$ cat src/common/adc_seq_consts.vh
/*
 * Constants for the converter mode sequencer: register offsets, field
 * positions, reset values and timing counts.
 * Assumes inclusion by bare name from the design files.
 */
`ifndef ADC_SEQ_CONSTS_VH
`define ADC_SEQ_CONSTS_VH

// -----------------------------------------------------------------------------
// Register byte offsets
// -----------------------------------------------------------------------------
`define OFS_START_CTRL 6'h04
`define OFS_CONVERTER_CONTROL 6'h08
`define OFS_CHANNEL_SELECT 6'h0c
`define OFS_CONVERSION_MODE 6'h10
`define OFS_SCAN_RANGE 6'h14
`define OFS_CONVERSION_STATUS 6'h18

// -----------------------------------------------------------------------------
// Field positions
// -----------------------------------------------------------------------------
`define BIT_NORMAL_START 0
`define BIT_PRIORITY_START 1
`define BIT_ANALOG_CIRCUIT_POWER 7
`define BIT_IDLE_RUN_ENABLE 6
`define BIT_REFERENCE_ALWAYS_ON 5
`define BIT_PRIORITY_HW_SOURCE_SEL 3
`define BIT_PRIORITY_HW_TRIGGER_EN 2
`define BIT_NORMAL_HW_SOURCE_SEL 1
`define BIT_NORMAL_HW_TRIGGER_EN 0
`define BIT_REPEAT 1
`define BIT_SCAN 0
`define BIT_PRIORITY_DONE 3
`define BIT_PRIORITY_BUSY 2
`define BIT_NORMAL_DONE 1
`define BIT_NORMAL_BUSY 0

// -----------------------------------------------------------------------------
// Reset values and write masks
// -----------------------------------------------------------------------------
`define RST_CONVERTER_CONTROL 8'h00
`define RST_CHANNEL_SELECT 8'h00
`define RST_CONVERSION_MODE 8'h00
`define RST_SCAN_RANGE 8'h00
`define MASK_CONVERTER_CONTROL 8'hef
`define MASK_CONVERSION_MODE 8'h73

// -----------------------------------------------------------------------------
// Timing
// -----------------------------------------------------------------------------
`define CLK_PERIOD_NS 100
`define CONV_TIME_NS 4000
`define CONV_CYCLES ((`CONV_TIME_NS + `CLK_PERIOD_NS - 1) / `CLK_PERIOD_NS)

`endif

$ cat src/logic/trigger_edge_sync.v
/*
 * Three-stage synchroniser for an active-low trigger pin with a falling-edge
 * pulse output.
 * Assumes the pin is asynchronous to core_clk_in.
 */
`timescale 1ns/1ps

module trigger_edge_sync (
	input wire core_clk_in,
	input wire reset_n_in,
	input wire pin_n_in,
	output wire fall_pulse_out
);

	reg meta_reg;
	reg sync_a_reg;
	reg sync_b_reg;
	reg level_reg;

	// Resets high so that an idle pin gives no edge after reset.
	always @(posedge core_clk_in or negedge reset_n_in) begin
		if (!reset_n_in) begin
			meta_reg <= 1'b1;
			sync_a_reg <= 1'b1;
			sync_b_reg <= 1'b1;
			level_reg <= 1'b1;
		end else begin
			meta_reg <= pin_n_in;
			sync_a_reg <= meta_reg;
			sync_b_reg <= sync_a_reg;
			level_reg <= sync_b_reg;
		end
	end

	// A fall counts once the second and third stages agree low after a high level.
	assign fall_pulse_out = ~sync_a_reg & ~sync_b_reg & level_reg;

endmodule // trigger_edge_sync

$ cat src/logic/adc_mode_sequencer.v
/*
 * Mode and status control for an 8-input sequential converter: control,
 * channel, mode, scan and status registers, trigger selection, conversion
 * sequencing and completion events.
 * Assumes a single-cycle register port on core_clk_in and an analog core whose
 * busy time is modelled by a fixed cycle count.
 * Assumes software keeps the trigger pin on one conversion kind only and keeps
 * the scan range inside the eight inputs; neither is guarded here.
 */
`timescale 1ns/1ps
`include "adc_seq_consts.vh"

// Function
// - Control bit 7 powers the analog circuit on or off.
// - Control bit 6 lets conversion continue during system idle.
// - Control bit 5 keeps reference current on except in reset.
// - Control bit 3 picks priority hardware source: pin or internal trigger.
// - Control bit 2 enables priority hardware starts.
// - Control bit 1 picks normal hardware source: pin or internal trigger.
// - Control bit 0 enables normal hardware starts.
// - Channel register: bits 7-4 priority input, bits 3-0 normal input.
// - Mode bit 1 selects single or repeated normal conversion.
// - Mode bit 0 selects fixed channel or channel scan.
// - Fixed repeat mode fires completion every interval-plus-one conversions.
// - Interval field counts only in fixed-channel repeat mode.
// - Clearing repeat stops repeated conversion; software changes only that bit.
// - Scan converts count-plus-one ascending inputs from the first channel.
// - Status bit 3 shows priority conversion completed.
// - Status bit 2 shows priority conversion in progress.
// - Status bit 1 shows normal conversion completed.
// - Status bit 0 shows normal conversion in progress.
// - Reading status clears both completion flags.
// - Simultaneous starts: priority starts, normal request is discarded.
module adc_mode_sequencer #(
	parameter CONV_CYCLES = `CONV_CYCLES
) (
	input wire core_clk_in,
	input wire reset_n_in,
	input wire [5:0] reg_addr_in,
	input wire reg_write_in,
	input wire reg_read_in,
	input wire [31:0] reg_wdata_in,
	output reg [31:0] reg_rdata_out,
	input wire external_trigger_pin_n_in,
	input wire priority_internal_trigger_in,
	input wire normal_internal_trigger_in,
	input wire system_idle_in,
	output reg analog_circuit_power_out,
	output reg reference_current_on_out,
	output reg [2:0] convert_channel_out,
	output reg sample_active_out,
	output reg normal_done_pulse_out,
	output reg normal_irq_pulse_out,
	output reg priority_done_pulse_out
);

	// -------------------------------------------------------------------------
	// Registers and states
	// -------------------------------------------------------------------------
	// Sequencer states; a priority conversion may interrupt a normal one.
	localparam ST_IDLE = 2'h0;
	localparam ST_NORMAL = 2'h1;
	localparam ST_PRIORITY = 2'h2;

	reg [7:0] converter_control_reg;
	reg [7:0] channel_select_reg;
	reg [7:0] conversion_mode_reg;
	reg [7:0] scan_range_reg;
	reg priority_done_flag_reg;
	reg priority_busy_flag_reg;
	reg normal_done_flag_reg;
	reg normal_busy_flag_reg;
	reg [1:0] state_reg;
	reg [15:0] timer_reg;
	reg [2:0] scan_index_reg;
	reg [2:0] interval_count_reg;
	reg normal_pending_reg;

	wire pin_fall;

	// The pin is asynchronous, so an edge is taken only after the stages agree.
	trigger_edge_sync pin_sync (
		.core_clk_in(core_clk_in),
		.reset_n_in(reset_n_in),
		.pin_n_in(external_trigger_pin_n_in),
		.fall_pulse_out(pin_fall)
	);

	// -------------------------------------------------------------------------
	// Decoded fields
	// -------------------------------------------------------------------------
	wire power_on = converter_control_reg[`BIT_ANALOG_CIRCUIT_POWER];
	wire idle_run_enable = converter_control_reg[`BIT_IDLE_RUN_ENABLE];
	wire reference_always_on = converter_control_reg[`BIT_REFERENCE_ALWAYS_ON];
	wire priority_hw_source_sel = converter_control_reg[`BIT_PRIORITY_HW_SOURCE_SEL];
	wire priority_hw_trigger_en = converter_control_reg[`BIT_PRIORITY_HW_TRIGGER_EN];
	wire normal_hw_source_sel = converter_control_reg[`BIT_NORMAL_HW_SOURCE_SEL];
	wire normal_hw_trigger_en = converter_control_reg[`BIT_NORMAL_HW_TRIGGER_EN];
	// Only the low three bits of a channel code reach the channel output.
	wire [3:0] priority_channel_sel = channel_select_reg[7:4];
	wire [3:0] normal_channel_sel = channel_select_reg[3:0];
	wire repeat_mode = conversion_mode_reg[`BIT_REPEAT];
	wire scan_mode = conversion_mode_reg[`BIT_SCAN];
	wire [2:0] repeat_irq_interval = conversion_mode_reg[6:4];
	wire [3:0] scan_first_channel = scan_range_reg[3:0];
	wire [3:0] scan_channel_count = scan_range_reg[7:4];

	// Idle stalls the sequencer unless idle running is enabled.
	wire run_allowed = power_on & (~system_idle_in | idle_run_enable);

	// -------------------------------------------------------------------------
	// Start requests
	// -------------------------------------------------------------------------
	wire wr_start = reg_write_in & (reg_addr_in == `OFS_START_CTRL);
	// Hardware starts count only while their enable bit is set.
	wire priority_hw_start = priority_hw_trigger_en &
		(priority_hw_source_sel ? priority_internal_trigger_in : pin_fall);
	wire normal_hw_start = normal_hw_trigger_en &
		(normal_hw_source_sel ? normal_internal_trigger_in : pin_fall);
	wire priority_req = (wr_start & reg_wdata_in[`BIT_PRIORITY_START]) | priority_hw_start;
	// A normal request in the same cycle as a priority one is dropped, not held.
	wire normal_req = ((wr_start & reg_wdata_in[`BIT_NORMAL_START]) | normal_hw_start) &
		~priority_req;

	wire timer_done = (timer_reg == 16'h0000) & run_allowed;
	wire [3:0] scan_last = scan_first_channel + scan_channel_count;
	// Compared at four bits so that a scan ending on input 7 cannot wrap.
	wire scan_at_end = ({1'b0, scan_index_reg} >= scan_last);
	wire rd_status = reg_read_in & (reg_addr_in == `OFS_CONVERSION_STATUS);
	// The timer counts down to zero, so it is loaded with one less than the count.
	wire [15:0] conv_load = CONV_CYCLES[15:0] - 16'h0001;

	// -------------------------------------------------------------------------
	// Register writes
	// -------------------------------------------------------------------------
	// Write data above bit 7 is ignored; every register here is eight bits wide.
	// Reserved bits are masked on write so that they always read back as zero.
	always @(posedge core_clk_in or negedge reset_n_in) begin
		if (!reset_n_in) begin
			converter_control_reg <= `RST_CONVERTER_CONTROL;
			channel_select_reg <= `RST_CHANNEL_SELECT;
			conversion_mode_reg <= `RST_CONVERSION_MODE;
			scan_range_reg <= `RST_SCAN_RANGE;
		end else if (reg_write_in) begin
			case (reg_addr_in)
				`OFS_CONVERTER_CONTROL: begin
					converter_control_reg <= reg_wdata_in[7:0] & `MASK_CONVERTER_CONTROL;
				end
				`OFS_CHANNEL_SELECT: begin
					channel_select_reg <= reg_wdata_in[7:0];
				end
				`OFS_CONVERSION_MODE: begin
					conversion_mode_reg <= reg_wdata_in[7:0] & `MASK_CONVERSION_MODE;
				end
				`OFS_SCAN_RANGE: begin
					scan_range_reg <= reg_wdata_in[7:0];
				end
				default: begin
				end
			endcase
		end
	end

	// -------------------------------------------------------------------------
	// Conversion sequencer
	// -------------------------------------------------------------------------
	// One conversion runs at a time; the timer counts run cycles down to zero.
	// Idle without idle running holds the timer, so a conversion resumes later.
	always @(posedge core_clk_in or negedge reset_n_in) begin
		if (!reset_n_in) begin
			state_reg <= ST_IDLE;
			timer_reg <= 16'h0000;
			scan_index_reg <= 3'h0;
			interval_count_reg <= 3'h0;
			normal_pending_reg <= 1'b0;
			priority_busy_flag_reg <= 1'b0;
			normal_busy_flag_reg <= 1'b0;
			priority_done_flag_reg <= 1'b0;
			normal_done_flag_reg <= 1'b0;
			convert_channel_out <= 3'h0;
			sample_active_out <= 1'b0;
			normal_done_pulse_out <= 1'b0;
			normal_irq_pulse_out <= 1'b0;
			priority_done_pulse_out <= 1'b0;
		end else begin
			// Event pulses last a single cycle.
			normal_done_pulse_out <= 1'b0;
			normal_irq_pulse_out <= 1'b0;
			priority_done_pulse_out <= 1'b0;
			// Reading status clears; a completion in the same cycle wins.
			if (rd_status) begin
				priority_done_flag_reg <= 1'b0;
				normal_done_flag_reg <= 1'b0;
			end
			case (state_reg)
				ST_IDLE: begin
					// Priority is checked first, so a pending normal conversion waits.
					if (priority_req & power_on) begin
						state_reg <= ST_PRIORITY;
						timer_reg <= conv_load;
						convert_channel_out <= priority_channel_sel[2:0];
						sample_active_out <= 1'b1;
						priority_busy_flag_reg <= 1'b1;
						priority_done_flag_reg <= 1'b0;
					end else if ((normal_req | normal_pending_reg) & power_on) begin
						state_reg <= ST_NORMAL;
						timer_reg <= conv_load;
						normal_pending_reg <= 1'b0;
						scan_index_reg <= scan_first_channel[2:0];
						convert_channel_out <= scan_mode ? scan_first_channel[2:0] :
							normal_channel_sel[2:0];
						interval_count_reg <= 3'h0;
						sample_active_out <= 1'b1;
						normal_busy_flag_reg <= 1'b1;
						normal_done_flag_reg <= 1'b0;
					end
				end
				ST_NORMAL: begin
					if (run_allowed & (timer_reg != 16'h0000)) begin
						timer_reg <= timer_reg - 16'h0001;
					end
					// A priority request preempts; the normal conversion restarts from its start afterward.
					if (priority_req) begin
						state_reg <= ST_PRIORITY;
						timer_reg <= conv_load;
						normal_pending_reg <= 1'b1;
						convert_channel_out <= priority_channel_sel[2:0];
						priority_busy_flag_reg <= 1'b1;
						priority_done_flag_reg <= 1'b0;
					end else if (timer_done) begin
						normal_done_pulse_out <= 1'b1;
						if (scan_mode & ~scan_at_end) begin
							scan_index_reg <= scan_index_reg + 3'h1;
							convert_channel_out <= scan_index_reg + 3'h1;
							timer_reg <= conv_load;
						// Clearing repeat lets the current pass finish and then stops.
						end else if (repeat_mode) begin
							if (~scan_mode) begin
								if (interval_count_reg == repeat_irq_interval) begin
									interval_count_reg <= 3'h0;
									normal_irq_pulse_out <= 1'b1;
									normal_done_flag_reg <= 1'b1;
								end else begin
									interval_count_reg <= interval_count_reg + 3'h1;
								end
							end else begin
								normal_irq_pulse_out <= 1'b1;
								normal_done_flag_reg <= 1'b1;
							end
							scan_index_reg <= scan_first_channel[2:0];
							convert_channel_out <= scan_mode ? scan_first_channel[2:0] :
								normal_channel_sel[2:0];
							timer_reg <= conv_load;
						end else begin
							state_reg <= ST_IDLE;
							sample_active_out <= 1'b0;
							normal_irq_pulse_out <= 1'b1;
							normal_done_flag_reg <= 1'b1;
							normal_busy_flag_reg <= 1'b0;
						end
					end
				end
				ST_PRIORITY: begin
					if (run_allowed & (timer_reg != 16'h0000)) begin
						timer_reg <= timer_reg - 16'h0001;
					end
					// A normal request during a priority conversion is started afterward.
					if (normal_req) begin
						normal_pending_reg <= 1'b1;
					end
					if (timer_done) begin
						state_reg <= ST_IDLE;
						sample_active_out <= 1'b0;
						priority_done_pulse_out <= 1'b1;
						priority_done_flag_reg <= 1'b1;
						priority_busy_flag_reg <= 1'b0;
					end
				end
				default: begin
					state_reg <= ST_IDLE;
				end
			endcase
			// Losing power aborts any conversion in progress.
			if (~power_on) begin
				state_reg <= ST_IDLE;
				sample_active_out <= 1'b0;
				normal_pending_reg <= 1'b0;
				normal_busy_flag_reg <= 1'b0;
				priority_busy_flag_reg <= 1'b0;
			end
		end
	end

	// -------------------------------------------------------------------------
	// Analog power outputs
	// -------------------------------------------------------------------------
	// Reference current follows the sequencer unless it is held on throughout.
	always @(posedge core_clk_in or negedge reset_n_in) begin
		if (!reset_n_in) begin
			analog_circuit_power_out <= 1'b0;
			reference_current_on_out <= 1'b0;
		end else begin
			analog_circuit_power_out <= power_on;
			reference_current_on_out <= reference_always_on | (state_reg != ST_IDLE);
		end
	end

	// -------------------------------------------------------------------------
	// Status word
	// -------------------------------------------------------------------------
	// Done flags stay set until a status read or a new start of their kind; busy follows the sequencer.
	wire [3:0] status_bits = {
		priority_done_flag_reg,
		priority_busy_flag_reg,
		normal_done_flag_reg,
		normal_busy_flag_reg
	};

	// -------------------------------------------------------------------------
	// Register read
	// -------------------------------------------------------------------------
	// Read data is registered and holds until the next read.
	always @(posedge core_clk_in or negedge reset_n_in) begin
		if (!reset_n_in) begin
			reg_rdata_out <= 32'h00000000;
		end else if (reg_read_in) begin
			case (reg_addr_in)
				`OFS_CONVERTER_CONTROL: reg_rdata_out <= {24'h000000, converter_control_reg};
				`OFS_CHANNEL_SELECT: reg_rdata_out <= {24'h000000, channel_select_reg};
				`OFS_CONVERSION_MODE: reg_rdata_out <= {24'h000000, conversion_mode_reg};
				`OFS_SCAN_RANGE: reg_rdata_out <= {24'h000000, scan_range_reg};
				`OFS_CONVERSION_STATUS: reg_rdata_out <= {28'h0000000, status_bits};
				default: reg_rdata_out <= 32'h00000000;
			endcase
		end
	end

endmodule // adc_mode_sequencer

$ cat config.mk
export PLATFORM = sky130hd
export DESIGN_NAME = adc_mode_sequencer
export DESIGN_NICKNAME = d
export VERILOG_FILES = /design/src/logic/trigger_edge_sync.v /design/src/logic/adc_mode_sequencer.v
export VERILOG_INCLUDE_DIRS = /design/src /design/src/common
export SDC_FILE = /design/constraint.sdc
export NUM_CORES = 1
export LEC_CHECK = 0
export ABC_CLOCK_PERIOD_IN_PS = 7700
export BUFFER_PORTS_ARGS = -buffer_cell sky130_fd_sc_hd__buf_2
export CORE_MARGIN = 5
export CORE_UTILIZATION = 60
export CTS_CLUSTER_SIZE = 30
export DETAILED_ROUTE_END_ITERATION = 12
export GPL_ROUTABILITY_DRIVEN = 0
export HOLD_SLACK_MARGIN = 0.03
export PLACE_DENSITY_LB_ADDON = 0.1
export REMOVE_ABC_BUFFERS = 1
export SKIP_CTS_REPAIR_TIMING = 1
export SYNTH_ARGS = -nofsm -noshare
export SYNTH_HDL_FRONTEND = slang
export SYNTH_SLANG_ARGS = --single-unit
$ cat constraint.sdc
create_clock -name core_clk_in -period 7.7 [get_ports core_clk_in]
set_input_delay 0.77 -clock core_clk_in [delete_from_list [all_inputs] [get_ports core_clk_in]]
set_output_delay 0.77 -clock core_clk_in [all_outputs]
set_load 0.005 [all_outputs]
==> summary.md <==
| Metric | Value |
|---|---|
| Max_slew headroom | 0.261 |
| Top_reg_cell synth | dfrtp_1 |
| Die Wd | 97.7 um |
| Achievable Freq | about 0.28 GHz |
| # fillers | 651 |
| Critical path class | reg -> reg |
| Most frequent cell after synthesis | dfrtp_1 |
| Adder-cell share of the synthesized area | 0.0450 |
| Root Driver | clkbuf_8 |
| Avg Vias per Cell | 6.01 |
| Final nets | between 500 and 600 |
| Worst-skew pair later-pin latency | roughly 0.35 ns |
| Std cell rows | 32 |
| Worst hold path type | reg -> reg |
| Synth unique cells | 70 |
| CTS buffer count | 9 |
| Lkg Pwr | between 2 and 2.5 nW |
| Slew at the pin closest to its max-slew limit | 1.10 ns |
| DRC | 0 |
| Unrepaired setup endpoints after global routing | false |
| Initial antenna violation count | 0 |
| Clock Tree Buf Depth | 2 |
| Area fraction in and, or, nand and nor cells after synthesis | 0.137 |
| Die height | 97.7 um |
| CP max stage delay | ~0.79 ns |
| Io pins | 87 |
| TritonCTS clock tree | built |
| Synth Register Bits | 78 |
| Pwr per Cell Area | 203 nW/um^2 |
| CP Data Required Time | slightly below 8 ns |
| Startpoint types | flop |
| Global-route wire length before repair | around 18000 um |
| Synth Area in Compound Gates | 0.179 |
| Buffers & Inverters on Critical Path | 1 |
| Final setup viols | 0 |
| Critical path data arrival time | 3.86 ns |
| DP Wirelength | 7740 um |
| Reg-to-reg startpoint | scan_range_reg[0] |
| Clk_skew | 0.00619 ns |
| H-tree depth | 3 |
| First-pass iteration count of the detailed router | 4 |
| Synth Cell Area | 4620 um^2 |
| Crit path from | scan_range_reg[0] |
| Drt total wl | 10500 um |
| Multiplexer share of the synthesized area | 0.109 |
| Area Growth Syn to Fin | 8.10% |
| Largest net degree at the start of global routing | 79 |
| Number of global-route vias before repair | about 3.6k |
| Max_cap viols | 0 |
| Congestion Overflow GR | 0 |
| Setup_tns | 0 ns |
| Worst hold slack | 0.360 ns |
| Synth Area in XOR/XNOR | 0.0322 |
| Sequential-to-total area share from yosys stat | 0.424 |
| Port-buffer cells | 38 |
| Synth Warn # | 0 |
| Via Count | 3599 |
| Footprint of the multi-input gates | 2410 um^2 |
| ANT cells | 0 |
| Share of cells above drive strength 1 | 0.221 |
| Detailed Route Iter0 Violations | 289 |
| Avg WL per Cell | about 18 um |
| Post-synth top area share | 0.401 |
| Mapped Avg Cell Area | 10.1 um^2 |
| CP endpoint kind | flop |
| Crit Path Max Fanout | 12 |
| Status | finished, final reports clean |
| Commonest cells in the synthesized netlist | 74 x dfrtp_1, 34 x mux2_2, 29 x nor2_1, 28 x nand2_1, 25 x o21ai_0 |
| Largest family of logic cells by synthesized area | compound AO/OA/AOI/OAI gates |
| Worst hold start | pin_sync.meta_reg |
| Top cells by area, synth | dfrtp_1 40%, mux2_2 8.3%, ha_1 4.1% |
| Leading area contributor after synthesis | dfrtp_1 |
| Clk sink count | 78 |
| Critical path's slowest cell | a31oi_1 |
| Crit-path leading delay family | compound AO/OA/AOI/OAI gates |
| Core Region | 7610 um^2 |
| Sequential Area | slightly below 2000 um^2 |
| Total GRT Usage | 0.228 |
| Crit-path most repeated cell | ha_1 |
| Slew Limit Fails | 0 |
| Final period util | 0.470 |
| Post-layout min period | about 3.6 ns |
| Initial Util | 0.607 |
| Final hold violation count | 0 |
| Max FFs per register | 16 |
| Final ANT Viol Nets | 0 |
| Ys async rst share | 1.00 |
| Die Area | 9550 um^2 |
| Crit-path cells | ha_1 > fa_1 > inv_1 > ha_1 > nor3b_1 > o21bai_1 > a31oi_1 > o21a_1 > nor2_1 > a21oi_1 > mux2_2 |
| Clk slew on worst S/H paths | around 0.080 ns |
| Worst IR Drop VDD | 137 uV |
| EDFF count, synth | 0 |
| Post-Syn Instances | 459 |
cell type report:
cell class	count	share of cell area
clock buffer	11	0.0283
clock inverter	5	0.0118
inverter	24	0.0180
multi-input combinational	339	0.483
sequential	78	0.392
tap	102	0.0256
timing repair buffer	40	0.0416
through the flow:
stage	power [mW]	setup slack, ns	cells	util	instance area, um^2
5_1_grt	1.08	3.89	599	0.656	4990
3_3_place_gp	0.700	4.19	583	0.630	4790
6_report	1.01	4.08	599	0.656	4990
3_5_place_dp	0.706	4.15	583	0.630	4790
4_1_cts	1.02	4.11	599	0.656	4990
2_1_floorplan	0.634	4.65	441	-	4460
placed cells by master (no fill, tap or decap), types with 3 or more instances in the layout:
cell type  count
o21ai_0       25
a22oi_1        4
a22o_1        12
ha_1          15
xor2_1        12
buf_2         37
mux2i_1       12
mux2_2        34
nand2b_1       4
o22ai_1        9
dfstp_2        4
clkbuf_8      10
or3_1          3
nor3_1         6
or2_2          4
nand2_1       28
a21oi_1       20
buf_4          3
inv_1         24
nor2_1        29
a31oi_1       10
conb_1        24
a21o_1         4
a41oi_1        3
nor3b_1        3
xnor2_1        5
dfrtp_1       74
nand3_1       13
nor4_1         4
report_power, final:
part / total [mW] / internal [mW] / leakage (nW) / switching (mW)
clock: 0.314 / 0.159 / 0.0955 / 0.155
sequential: 0.501 / 0.450 / 1.03 / 0.0504
combinational: 0.200 / 0.0937 / 1.28 / 0.106
path summary, 6_finish.rpt:
check | end | slack, ns | depth (start not counted)
max | convert_channel_out[1] | 4.08 | 11
min | pin_sync.sync_a_reg | 0.36 | 0
max reg2reg | convert_channel_out[1] | 4.08 | 11
min reg2reg | pin_sync.sync_a_reg | 0.36 | 0
max in group asynchronous | timer_reg[2] | 6.48 | 1
min in group asynchronous | conversion_mode_reg[4] | 0.54 | 1
layer usage:
metal | part of all wire | global-route usage | vias to the layer above
met5 | 0 | 0 | -
met4 | 0.020 | 0.0692 | 0
met3 | 0.051 | 0.0457 | 19
met2 | 0.46 | 0.358 | 105
met1 | 0.46 | 0.323 | 1794
li1 | - | - | 1681
cell families (layout without fill, tap and decap cells):
group                    Yosys count  after routing
multiplexers                      46             46
flip-flops                        78             78
XOR/XNOR                          17             17
AND/OR/NAND/NOR                  117            117
adder cells (fa/ha/maj)           16             16
buffers and inverters             65             80
AO/OA/AOI/OAI                    119            119
other                              1             24
(Power assumes the default switching activity.)
